$ cat config.mk
export PLATFORM = sky130hd
export DESIGN_NAME = fco_output_handshake
export DESIGN_NICKNAME = d
export VERILOG_FILES = /design/src/verilog/fco_pkg.sv /design/src/verilog/fco_sync.sv /design/src/verilog/fco_output_handshake.sv
export SDC_FILE = /design/constraint.sdc
export NUM_CORES = 1
export LEC_CHECK = 0
export ABC_CLOCK_PERIOD_IN_PS = 4700
export BUFFER_PORTS_ARGS = -buffer_cell sky130_fd_sc_hd__buf_2
export CAP_MARGIN = 20
export CORE_ASPECT_RATIO = 0.5
export CORE_MARGIN = 2
export CORE_UTILIZATION = 52
export DETAILED_ROUTE_END_ITERATION = 8
export PLACE_DENSITY = 0.85
export SLEW_MARGIN = 20
export SYNTH_ARGS = -nofsm -noshare
export SYNTH_HDL_FRONTEND = slang
export SYNTH_SLANG_ARGS = --single-unit
$ cat constraint.sdc
create_clock -name aclk -period 4.7 [get_ports aclk]
set_clock_uncertainty 0.2 [all_clocks]
set_input_delay 0 -clock aclk [delete_from_list [all_inputs] [get_ports aclk]]
set_output_delay 0 -clock aclk [all_outputs]
set_load 0.01 [all_outputs]
$ cat src/verilog/fco_pkg.sv
package fco_pkg;

  // ----------------------------------------------------------------
  // Cable and counter widths
  // ----------------------------------------------------------------
  localparam int DATA_W = 16;
  localparam int PAR_W = 2;
  localparam int WORD_W = DATA_W + PAR_W;
  localparam int CTL_W = 3;
  localparam int CNT_W = 8;

  // ----------------------------------------------------------------
  // Timing, clock at 250 MHz
  // ----------------------------------------------------------------
  localparam int CLK_PERIOD_NS = 4;
  localparam int PULSE_NS = 12;
  localparam int SETUP_NS = 50;
  localparam int REQ_LOW_NS = 65;
  // Pulse length: a plain width, rounded up
  localparam int PULSE_CYC_I = (PULSE_NS + CLK_PERIOD_NS - 1) / CLK_PERIOD_NS;
  // Set-up must be strictly more than the figure
  localparam int SETUP_CYC_I = SETUP_NS / CLK_PERIOD_NS + 1;
  // Least low time, rounded up
  localparam int REQ_LOW_CYC_I = (REQ_LOW_NS + CLK_PERIOD_NS - 1) / CLK_PERIOD_NS;
  localparam logic [CNT_W-1:0] PULSE_CYC = CNT_W'(PULSE_CYC_I);
  localparam logic [CNT_W-1:0] SETUP_CYC = CNT_W'(SETUP_CYC_I);
  localparam logic [CNT_W-1:0] REQ_LOW_CYC = CNT_W'(REQ_LOW_CYC_I);

  // ----------------------------------------------------------------
  // Register map
  // ----------------------------------------------------------------
  localparam logic [3:0] CTRL_OFS = 4'h0;
  localparam logic [3:0] STAT_OFS = 4'h4;
  localparam logic [31:0] CTRL_RST = 32'h0000_0000;

  // Control fields
  localparam int CTRL_EN_BIT = 0;
  localparam int CTRL_DIR_BIT = 1;
  localparam int CTRL_POL_BIT = 2;
  localparam int CTRL_CLR_BIT = 3;
  localparam int CTRL_CTL_LSB = 4;

  // Status fields
  localparam int STAT_STS_LSB = 0;
  localparam int STAT_TEST_BIT = 3;
  localparam int STAT_ATTENTION_IN_BIT = 4;
  localparam int STAT_ACKLN_BIT = 5;
  localparam int STAT_ACKFF_BIT = 6;
  localparam int STAT_REQ_BIT = 7;
  localparam int STAT_BUSY_BIT = 8;

  localparam logic [1:0] RESP_OKAY = 2'h0;
  localparam logic [1:0] RESP_SLVERR = 2'h2;

  // Output handshake sequencer
  typedef enum logic [1:0] {
    FCO_IDLE = 2'b00,
    FCO_PULSE = 2'b01,
    FCO_SETUP = 2'b10,
    FCO_REQ = 2'b11
  } fco_state_t;

endpackage : fco_pkg

$ cat src/verilog/fco_sync.sv
`timescale 1ns/1ps
// ------------------------------------------------------------------
// Two-stage synchroniser for pin inputs
// ------------------------------------------------------------------
module fco_sync #(
  parameter int W = 1
) (
  input wire logic aclk,
  input wire logic aresetn,
  input wire logic [W-1:0] d,
  output logic [W-1:0] q
);
  logic [W-1:0] meta_r;

  // First stage feeds only the second stage
  always_ff @(posedge aclk) begin
    if (!aresetn) begin
      meta_r <= '0;
      q <= '0;
    end else begin
      meta_r <= d;
      q <= meta_r;
    end
  end
endmodule : fco_sync

$ cat src/verilog/fco_output_handshake.sv
`timescale 1ns/1ps
// Behaviour
// RL1: Control bit picks rising or falling acknowledge edge; falling is inverted phase.
// RL2: Idle state: enabled, output way, no clear, flag set, pulse and request idle.
// RL3: First ready word at FIFO output starts one active-low shift-out pulse at once.
// RL4: Each shift-out pulse clears acknowledge flag and pops one word to output register.
// RL5: After a delay past pulse end, request-holding flag sets and request asserts.
// RL6: Cable data is valid more than 50 ns before request asserts.
// RL7: Request stays low at least 65 ns before asserting again.
// RL8: Peripheral takes the word, then asserts acknowledge.
// RL9: Selected acknowledge edge sets the flag, dropping the request.
// RL10: Flag set and FIFO ready issue next pulse; cycle repeats.
// RL11: At transfer end flag stays set, request low, no further shift-out.
// RL12: Output register is both FIFO output stage and cable data source.
// RL13: Loopback test pin, active low, readable at status bit 3.
// RL14: Test pin forces data and parity drivers on; else off in input mode.
// RL15: In loopback, toggling polarity acts as acknowledge and pushes data into FIFO.
// RL16: Hood routes request to acknowledge, control to status, data out to in.
// RL17: Cable carries 16 data, 2 parity each way, 3 control, 3 status, more.
// RL18: Direction output follows control direction bit; high means card to peripheral.
// RL19: Polarity one uses falling acknowledge edge.
// RL20: Acknowledge synchronised; widths and delays are whole clock counts meeting minima.
// RL21: Edge is rising edge of acknowledge XOR polarity.
module fco_output_handshake (
  input wire logic aclk,
  input wire logic aresetn,
  // AXI4-Lite slave
  input wire logic [3:0] s_axil_awaddr,
  input wire logic s_axil_awvalid,
  output logic s_axil_awready,
  input wire logic [31:0] s_axil_wdata,
  input wire logic [3:0] s_axil_wstrb,
  input wire logic s_axil_wvalid,
  output logic s_axil_wready,
  output logic [1:0] s_axil_bresp,
  output logic s_axil_bvalid,
  input wire logic s_axil_bready,
  input wire logic [3:0] s_axil_araddr,
  input wire logic s_axil_arvalid,
  output logic s_axil_arready,
  output logic [31:0] s_axil_rdata,
  output logic [1:0] s_axil_rresp,
  output logic s_axil_rvalid,
  input wire logic s_axil_rready,
  // FIFO side, same clock
  input wire logic fifo_out_ready,
  input wire logic [fco_pkg::WORD_W-1:0] fifo_out_data,
  output logic fifo_pop,
  output logic fifo_push,
  output logic [fco_pkg::WORD_W-1:0] fifo_push_data,
  output logic fifo_clear_n,
  // Cable side
  input wire logic peripheral_ack_in,
  output logic peripheral_request_out,
  output logic shift_out_pulse_n,
  output logic cable_way_out,
  output logic [fco_pkg::WORD_W-1:0] cable_data_out,
  output logic cable_data_oe,
  input wire logic [fco_pkg::WORD_W-1:0] cable_data_in,
  output logic [fco_pkg::CTL_W-1:0] control_out,
  input wire logic [fco_pkg::CTL_W-1:0] status_in,
  input wire logic attention_in,
  input wire logic test_pin_n
);
  import fco_pkg::*;

  // ----------------------------------------------------------------
  // Pin synchronisers
  // ----------------------------------------------------------------
  localparam int SYN_W = WORD_W + CTL_W + 3;
  logic [SYN_W-1:0] syn_q;
  logic ack_s;
  logic test_s;
  logic attention_in_s;
  logic [CTL_W-1:0] sts_s;
  logic [WORD_W-1:0] din_s;

  // Test pin inverted ahead of the flops so their cleared state reads
  // as inactive; otherwise drivers would switch on right after reset
  fco_sync #(.W(SYN_W)) u_sync (
    .aclk(aclk),
    .aresetn(aresetn),
    .d({peripheral_ack_in, ~test_pin_n, attention_in, status_in, cable_data_in}),
    .q(syn_q)
  );
  assign {ack_s, test_s, attention_in_s, sts_s, din_s} = syn_q; // RL20

  // ----------------------------------------------------------------
  // Register file
  // ----------------------------------------------------------------
  logic [31:0] ctrl_r;
  logic bvalid_r;
  logic [1:0] bresp_r;
  logic rvalid_r;
  logic [31:0] rdata_r;
  logic [1:0] rresp_r;
  logic [31:0] stat_w;
  logic wr_go;
  logic peripheral_enable;
  logic dir_out;
  logic polarity;
  logic test_active;

  assign peripheral_enable = ctrl_r[CTRL_EN_BIT];
  assign dir_out = ctrl_r[CTRL_DIR_BIT];
  assign polarity = ctrl_r[CTRL_POL_BIT];
  assign test_active = test_s;

  // Address and data are taken together, one write at a time
  assign wr_go = s_axil_awvalid && s_axil_wvalid && !bvalid_r;
  assign s_axil_awready = wr_go;
  assign s_axil_wready = wr_go;
  assign s_axil_bvalid = bvalid_r;
  assign s_axil_bresp = bresp_r;
  assign s_axil_arready = !rvalid_r;
  assign s_axil_rvalid = rvalid_r;
  assign s_axil_rdata = rdata_r;
  assign s_axil_rresp = rresp_r;

  // Control register, byte lanes honoured; unused bits read as zero
  always_ff @(posedge aclk) begin
    if (!aresetn) begin
      ctrl_r <= CTRL_RST;
    end else if (wr_go && s_axil_awaddr == CTRL_OFS) begin
      for (int i = 0; i < 4; i++) begin
        if (s_axil_wstrb[i]) begin
          ctrl_r[i*8 +: 8] <= s_axil_wdata[i*8 +: 8];
        end
      end
      ctrl_r[31:CTRL_CTL_LSB+CTL_W] <= '0;
    end
  end

  // Write response; unmapped or status writes answer SLVERR
  always_ff @(posedge aclk) begin
    if (!aresetn) begin
      bvalid_r <= 1'b0;
      bresp_r <= RESP_OKAY;
    end else if (wr_go) begin
      bvalid_r <= 1'b1;
      bresp_r <= (s_axil_awaddr == CTRL_OFS) ? RESP_OKAY : RESP_SLVERR;
    end else if (s_axil_bready) begin
      bvalid_r <= 1'b0;
    end
  end

  // Read path, answer one cycle after the address is taken
  always_ff @(posedge aclk) begin
    if (!aresetn) begin
      rvalid_r <= 1'b0;
      rdata_r <= 32'h0000_0000;
      rresp_r <= RESP_OKAY;
    end else if (s_axil_arvalid && !rvalid_r) begin
      rvalid_r <= 1'b1;
      rresp_r <= RESP_OKAY;
      unique case (s_axil_araddr)
        CTRL_OFS: rdata_r <= ctrl_r;
        STAT_OFS: rdata_r <= stat_w;
        default: begin
          rdata_r <= 32'h0000_0000;
          rresp_r <= RESP_SLVERR;
        end
      endcase
    end else if (s_axil_rready) begin
      rvalid_r <= 1'b0;
    end
  end

  // ----------------------------------------------------------------
  // Acknowledge edge detection
  // ----------------------------------------------------------------
  // Polarity folds in before the edge test, so changing it alone gives an edge
  // whenever ack XOR polarity turns high; that is what loopback relies on
  logic ack_comb;
  logic ack_comb_r;
  logic ack_edge;

  assign ack_comb = ack_s ^ polarity; // RL1 RL19 RL21
  assign ack_edge = ack_comb && !ack_comb_r; // RL21

  always_ff @(posedge aclk) begin
    if (!aresetn) begin
      ack_comb_r <= 1'b0;
    end else begin
      ack_comb_r <= ack_comb;
    end
  end

  // ----------------------------------------------------------------
  // Output handshake sequencer
  // ----------------------------------------------------------------
  fco_state_t state_r;
  fco_state_t state_nxt;
  logic [CNT_W-1:0] cnt_r;
  logic [CNT_W-1:0] low_cnt_r;
  logic ack_flag_r;
  logic req_r;
  logic [WORD_W-1:0] out_r;
  logic run_ok;
  logic start;

  // Transfer allowed only when enabled, outbound and not clearing
  assign run_ok = peripheral_enable && dir_out && !ctrl_r[CTRL_CLR_BIT]; // RL2
  assign start = (state_r == FCO_IDLE) && run_ok && ack_flag_r && fifo_out_ready; // RL3 RL10

  // Next state
  always_comb begin
    state_nxt = state_r;
    unique case (state_r)
      FCO_IDLE: if (start) state_nxt = FCO_PULSE;
      FCO_PULSE: if (cnt_r == PULSE_CYC - 8'h01) state_nxt = FCO_SETUP;
      // Both set-up and least low time must have run out
      FCO_SETUP: begin
        if (cnt_r >= SETUP_CYC - 8'h01 && low_cnt_r >= REQ_LOW_CYC) begin
          state_nxt = FCO_REQ; // RL5 RL6 RL7
        end
      end
      FCO_REQ: if (ack_edge) state_nxt = FCO_IDLE; // RL9
    endcase
    if (!run_ok) begin
      state_nxt = FCO_IDLE;
    end
  end

  always_ff @(posedge aclk) begin
    if (!aresetn) begin
      state_r <= FCO_IDLE;
    end else begin
      state_r <= state_nxt;
    end
  end

  // Phase counter, restarts on every state change
  always_ff @(posedge aclk) begin
    if (!aresetn) begin
      cnt_r <= 8'h00;
    end else if (state_nxt != state_r) begin
      cnt_r <= 8'h00;
    end else if (cnt_r != 8'hFF) begin
      cnt_r <= cnt_r + 8'h01;
    end
  end

  // Cycles since request fell; saturates, starts full after reset
  always_ff @(posedge aclk) begin
    if (!aresetn) begin
      low_cnt_r <= 8'hFF;
    end else if (req_r) begin
      low_cnt_r <= 8'h00;
    end else if (low_cnt_r != 8'hFF) begin
      low_cnt_r <= low_cnt_r + 8'h01;
    end
  end

  // Acknowledge flag: set on edge or while run_ok is low, cleared by a pulse;
  // a set in the clearing cycle wins
  always_ff @(posedge aclk) begin
    if (!aresetn) begin
      ack_flag_r <= 1'b1; // RL2
    end else if (ack_edge || !run_ok) begin
      ack_flag_r <= 1'b1; // RL9 RL11
    end else if (start) begin
      ack_flag_r <= 1'b0; // RL4
    end
  end

  // Request holding flag
  always_ff @(posedge aclk) begin
    if (!aresetn) begin
      req_r <= 1'b0;
    end else begin
      req_r <= (state_nxt == FCO_REQ); // RL5 RL9
    end
  end

  // Output register feeds the cable; the next FIFO read waits until the acknowledge flag is set again, by the acknowledge edge or by run_ok going low
  always_ff @(posedge aclk) begin
    if (!aresetn) begin
      out_r <= '0;
    end else if (start) begin
      out_r <= fifo_out_data; // RL4 RL12
    end
  end

  assign fifo_pop = start; // RL4
  assign shift_out_pulse_n = (state_r != FCO_PULSE); // RL3
  assign peripheral_request_out = req_r;
  assign cable_data_out = out_r; // RL12
  assign cable_way_out = dir_out; // RL18
  assign cable_data_oe = test_active || dir_out; // RL14
  assign control_out = ctrl_r[CTRL_CTL_LSB +: CTL_W]; // RL17
  assign fifo_clear_n = ~ctrl_r[CTRL_CLR_BIT];

  // ----------------------------------------------------------------
  // Inbound capture for loopback
  // ----------------------------------------------------------------
  // Only this edge-to-FIFO path of the inbound side is kept here
  always_ff @(posedge aclk) begin
    if (!aresetn) begin
      fifo_push <= 1'b0;
      fifo_push_data <= '0;
    end else begin
      fifo_push <= ack_edge && !dir_out && peripheral_enable; // RL15
      fifo_push_data <= din_s;
    end
  end

  // Status word
  always_comb begin
    stat_w = 32'h0000_0000;
    stat_w[STAT_STS_LSB +: CTL_W] = sts_s;
    stat_w[STAT_TEST_BIT] = test_active; // RL13
    stat_w[STAT_ATTENTION_IN_BIT] = attention_in_s;
    stat_w[STAT_ACKLN_BIT] = ack_s;
    stat_w[STAT_ACKFF_BIT] = ack_flag_r;
    stat_w[STAT_REQ_BIT] = req_r;
    stat_w[STAT_BUSY_BIT] = (state_r != FCO_IDLE);
  end

  // ----------------------------------------------------------------
  // Assertions
  // ----------------------------------------------------------------
  logic [CNT_W-1:0] since_pop_r;

  // Cycles since the last pop, saturating
  always_ff @(posedge aclk) begin
    if (!aresetn) begin
      since_pop_r <= 8'h00;
    end else if (fifo_pop) begin
      since_pop_r <= 8'h00;
    end else if (since_pop_r != 8'hFF) begin
      since_pop_r <= since_pop_r + 8'h01;
    end
  end
endmodule : fco_output_handshake

==> results.cfg, run 1 <==
[outcome]
status = completed

[setup_path]
cp_top_family = buffers and inverters
reg2reg_from = ctrl_r[3]
cp_max_fo = 20
end_kind = flip-flop
worstPathRequired_ps = 4790
reg2regPathDepth = 7
crit_type = reg2reg
ff2ff_setup_slack_ps = 1510
cp_num_buf_inv = 3
slowest_stage = clkinv_1
r2r_end = cable_data_out[0]
crit_path_max_incr_delay_ps = 650
path_cells = inv_1 > nand3_1 > or4_1 > clkinv_1 > nand2_1 > a21oi_1 > dlygate4sd3_1
cp.arrival_ps = 3280
critPathLaunchType = flip-flop

[timing]
rsz0062_at_grt = no
hold_viol = 0
worstMarginPinSlew_ps = 704
fin_tns_setup_ps = 0
finalCritPeriodShare = 0.679
fmax_mhz = 313
timing.slew.headroom = 0.531
min_period_ps = 3190
setup_violations = 0
slew_violations = 0

[yosys]
synthFlopType = dfxtp_1
syn_inst = 480
synth_edf_count = 0
seq_area_frac_synth = 0.551
synth_warnings = 0
synth_area_um2 = 4580
ys_ff_latch = 126
synthDistinctLibCells = 42
synth-async-reset-ratio = 0
syn_avg_cell_area_um2 = 9.54

[grt]
grt_pass1_vias = 4051
gr-usage-met1 = 0.273
grt_use_met2 = 0.483
track_usage = 0.265
grtUsageMet3 = 0.0690
grt.busiest_layer = met2
grt_antenna_before_repair = 0
grt_remaining_overflow = 0
grt_start_max_net_pins = 79
grt_pass1_wl_um = 19400

[placed_design]
portBuffers = 127
hpwl_um = 5820
gp_congestion = 0.804

[clock_network]
cts_max_path_buffers = 2
numCtsBuffers = 17
cts_root_buffer = clkbuf_16
clk_pin_slew_worst_paths_ps = 60
cts_tree = yes
worstSkewPairLatency_ps = 410
htreeDepth = 4
clock_sinks = 126
cts_setup_buffers = 0

[die]
initial_core_util = 0.532
die_area_um2 = 9620
core_area_um2 = 8620
io_pins = 181
die_x_um = 137
rows = 24
die_h_um = 70.4

[final_layout]
fin_util = 0.777
drive_gt1_frac = 0.234
ff_latch_area_um2 = 2520
multiInputGateArea_um2 = 1800
fillers = 515
diodes = 0
area_growth_pct = 46.1
nets = 791

[min_path]
hp-class = in2reg
holdPathStages = 5
hold_start = s_axil_araddr[0]
whs_endpoint = s_axil_rdata[2]

[detailed_routing]
drc = 0
routed_via_density = 4.97
num_vias = 4082
drt_first_pass_iters = 5
avgRoutedWirePerCell_um = 15.2
drt_iter0_drc = 246
ant_nets = 0
drt-total-wl_um = 12500

[power]
p_leak_nw = 3.19
cellPowerDensity_nw_per_um2 = 438
irDropWorstVdd_mv = 0.330
total_power_mw = 2.93

[job]
cap_violations = 0
worst max-delay path by stage:
stage                       startpoint           endpoint  slack, ps  cells after the start
after global placement       ctrl_r[3]  cable_data_out[1]       2200                      6
final                        ctrl_r[3]  cable_data_out[0]       1510                      7
after CTS                    ctrl_r[3]  cable_data_out[3]       1670                      7
after floorplan           low_cnt_r[1]           cnt_r[2]       2340                      7
after detailed placement  low_cnt_r[1]           cnt_r[4]       2160                      7
after global routing         ctrl_r[3]  cable_data_out[0]       1270                      7
cells in the mapped netlist, types with 2 or more instances:
library cell    n  area [um^2]
dfxtp_1       126         2520
and2_1         66          413
nand2_1        48          180
nor2_1         36          135
a21oi_1        33          165
buf_4          29          218
clkbuf_1       20         75.1
mux2i_1        16          160
nor3_1         14         70.1
o21ai_0        13         65.1
inv_1          12         45.0
nand3_1        11         55.1
ha_1            6         75.1
and4b_1         5         50.1
xnor2_1         5         43.8
a211oi_1        3         22.5
a31oi_1         3         18.8
and4bb_1        3         37.5
nand4_1         3         18.8
and3_1          2         12.5
and3_2          2         15.0
nand2b_1        2         12.5
nor4_1          2         12.5
o31ai_1         2         15.0
tightest hold or removal path: stages:
cell and delay, ps:
buf_2 80, or3_1 250, nor3_1 80, a21oi_1 110, nor2_1 40
routing by layer:
metal  vias to the layer above  share of wire
li1                       1963              -
met1                      1868           0.38
met2                       200           0.51
met3                        51          0.070
met4                         0          0.037
met5                         -              0
cell families after synthesis:
| family | share of synthesized area |
|---|---|
| AOI/OAI and AO/OA | 0.0768 |
| xor gates and xnor gates | 0.0115 |
| adders and majority gates | 0.0164 |
| buffers and inverters | 0.0754 |
| DFF | 0.551 |
| muxes | 0.0350 |
| other | 0.000819 |
| and+or+nand+nor | 0.234 |
flip-flops by register name, indices dropped and copies added, names as in the netlist, 2 cells and up:
name and count:
s_axil_rdata 9, cnt_r 8, ctrl_r 7, u_sync.q 24, state_r 2, fifo_push_data 18
low_cnt_r 8, cable_data_out 18, u_sync.meta_r 24
cells in the final DEF (no fill, tap or decap), types with 4 or more instances in the layout:
master         count
mux2i_1           16
a21oi_1           33
nand3_1           11
inv_1             12
ha_1               6
o21ai_0           13
nand2_1           48
and2_1            66
buf_2            127
dfxtp_1          126
bufinv_16          4
and4b_1            5
xnor2_1            5
conb_1            25
nor3_1            14
clkbuf_16         17
dlygate4sd3_1     89
nor2_1            36
area by class of cell:
cell class                 count  share of cell area
inverter                      13             0.00729
clock buffer                  20              0.0667
sequential                   126               0.377
tap                          117              0.0219
clock inverter                12              0.0275
timing repair buffer         218               0.230
multi-input combinational    315               0.269
metrics by stage:
step	instances	hold WS, ps	setup slack, ps	area, um^2
floorplan	504	-133	2340	4670
global placement	700	-42.5	2200	5170
detailed placement	700	-43.8	2160	5170
CTS	821	15.9	1670	6690
global route	821	100	1270	6690
finish	821	15.2	1510	6690
repair_timing:
item                                   in CTS  in global routing
resized for setup                           0                  0
hold buffers                               89                  0
endpoints found under the hold margin      73                  0
report_power, final:
| part | switching (mW) | total [mW] | internal [mW] | leakage (nW) |
|---|---|---|---|---|
| logic | 0.196 | 0.388 | 0.192 | 1.86 |
| registers | 0.0310 | 1.15 | 1.12 | 1.03 |
| clock network | 0.486 | 1.39 | 0.907 | 0.301 |
Note: power is estimated with default switching activity, not from simulation.
==> run 2: changes to the inputs <==
ABC_AREA = 1   (was not set)
ABC_CLOCK_PERIOD_IN_PS = 3220   (was 4700)
CORE_UTILIZATION = 49   (was 52)
PLACE_DENSITY = 0.8   (was 0.85)
clock period = 3.22 ns   (was 4.7 ns; I/O delays follow)
==> results.cfg, run 2 <==
[clock_network]
htreeDepth = 4
cts_root_buffer = clkbuf_16
cts_tree = yes
clk_pin_slew_worst_paths_ps = 70
clock_sinks = 126
cts_setup_buffers = 0
numCtsBuffers = 17
worstSkewPairLatency_ps = 420
cts_max_path_buffers = 2

[final_layout]
reg_top3 = u_sync.meta_r (24), u_sync.q (24)
drive_gt1_frac = 0.209
final_cell_area_um2 = 6890
mostFrequentLayoutCells = buf_2, dfxtp_1, nand2_1, inv_1, dlygate4sd3_1
nets = 925
mostFrequentLayoutCell = buf_2
area_growth_pct = 45.2

[detailed_routing]
drt-total-wl_um = 11900
drc = 0
num_vias = 4475
avgRoutedWirePerCell_um = 12.2
ant_nets = 0
drt_iter0_drc = 255
drt_first_pass_iters = 5
routed_via_density = 4.59

[yosys]
synth-async-reset-ratio = 0
synth_area_leaders = dfxtp_1, nand2_1, inv_1
synthDistinctLibCells = 37
synthFlopType = dfxtp_1
synth_area_um2 = 4750
seq_area_frac_synth = 0.532
synth.most_common_cell = dfxtp_1
ys_ff_latch = 126
syn_inst = 605
syn_avg_cell_area_um2 = 7.84
synth_warnings = 0
synth_commonest_cells = dfxtp_1, nand2_1, inv_1
synth_edf_count = 0
synth.largest_area_cell = dfxtp_1
synth_top_area_share = 0.532

[setup_path]
end_kind = flip-flop
cp_top_family = buffers and inverters
cp_num_cells = 11
crit_path_max_incr_delay_ps = 610
critical_path.startpoint = s_axil_awaddr[0]
path_cells = dlygate4sd3_1 > buf_2 > nor2_1 > dlygate4sd3_1 > nand3_1 > inv_1 > nand2_1 > o21ai_0 > dlygate4sd3_1 > a21oi_1 > dlygate4sd3_1
crit_top_cell = dlygate4sd3_1
crit_type = in2reg
reg2regPathDepth = 8
critPathLaunchType = input pin
cp_num_buf_inv = 6
reg2reg_from = s_axil_bvalid
worstPathRequired_ps = 3320
slowest_stage = dlygate4sd3_1
cp.arrival_ps = 3180
cp_max_fo = 12

[die]
initial_core_util = 0.504
core_area_um2 = 9420
rows = 25
die_h_um = 73.6
die_area_um2 = 10500
die_x_um = 143
io_pins = 181

[timing]
worstMarginPinSlew_ps = 611
timing.slew.headroom = 0.592
fmax_mhz = 325
finalCritPeriodShare = 0.955
holdWs_ps = 26.9
fin_tns_setup_ps = 0
min_period_ps = 3080
fin_ws_ps = 145
rsz0062_at_grt = no
setup_violations = 0
hold_viol = 0
slew_violations = 0

[grt]
track_usage = 0.235
grt_antenna_before_repair = 0
grt_remaining_overflow = 0
grt_pass1_vias = 4359
grt_pass1_wl_um = 19100
grt_start_max_net_pins = 48

[job]
cap_violations = 0

[min_path]
holdPathStages = 5
hold_start = s_axil_wstrb[0]
hp-class = in2reg

[placed_design]
place_area_um2 = 5350
portBuffers = 127
gp_congestion = 0.791
dp_slack_ps = 1250
hpwl_um = 6380

[outcome]
status = completed

[power]
cellPowerDensity_nw_per_um2 = 607
p_leak_nw = 3.77
irDropWorstVdd_mv = 0.396
[run 2: cell types whose count changed after synthesis, moves of 11 or more]
cell     before  now
inv_1        12  111
o21ai_0      13   39
nor2_1       36   83
mux2i_1      16    0
nor3_1       14    3
nand2_1      48  120
a21oi_1      33   12
and2_1       66    0
[run 2: cell type report]
type	count	area (um^2)
repair buffers	223	1590
flip-flops and latches	126	2520
inverters	115	439
fillers	653	2520
multi-input cells	342	1570
diodes	1	2.50
well taps	135	169
clock inverters	15	170
clock buffers	17	425
[run 2: cell families after synthesis]
kind of cell | share of synthesized area
other | 0.000790
adders and majority gates | 0.0158
and+or+nand+nor | 0.215
xor gates and xnor gates | 0.00738
AOI/OAI and AO/OA | 0.0730
DFF | 0.532
buffers and inverters | 0.156
[run 2: per-stage QoR]
step	power [mW]	instances	util
2_1_floorplan	2.10	629	-
5_1_grt	4.39	973	0.732
3_5_place_dp	2.22	847	0.569
4_1_cts	4.21	973	0.732
3_3_place_gp	2.19	847	0.569
6_report	4.18	974	0.732
[run 2: worst paths after layout]
path | end | slack, ps
worst max register to register | ctrl_r[3] | 500
worst max-delay path | ctrl_r[3] | 140
worst min-delay path | ctrl_r[6] | 30
worst min register to register | fifo_push_data[14] | 210
[run 2: layer usage]
metal | track usage | routed length (um)
met5 | 0 | 0
met1 | 0.237 | 4670
met4 | 0.151 | 371
met3 | 0.0652 | 726
met2 | 0.435 | 6080
[run 2: tightest hold or removal path: stages]
cell	delay, ps
buf_2	70
nand2_1	210
inv_1	180
nor2_1	60
nor2_1	80
[run 2: timing repair]
action,CTS,global route
resized for setup,0,0
endpoints found under the hold margin,72,0
hold buffers,94,0
[run 2: power breakdown]
part | leakage (nW) | switching [mW] | internal, mW
Clock | 0.287 | 0.792 | 1.10
Combinational | 2.45 | 0.302 | 0.252
Sequential | 1.03 | 0.0755 | 1.65
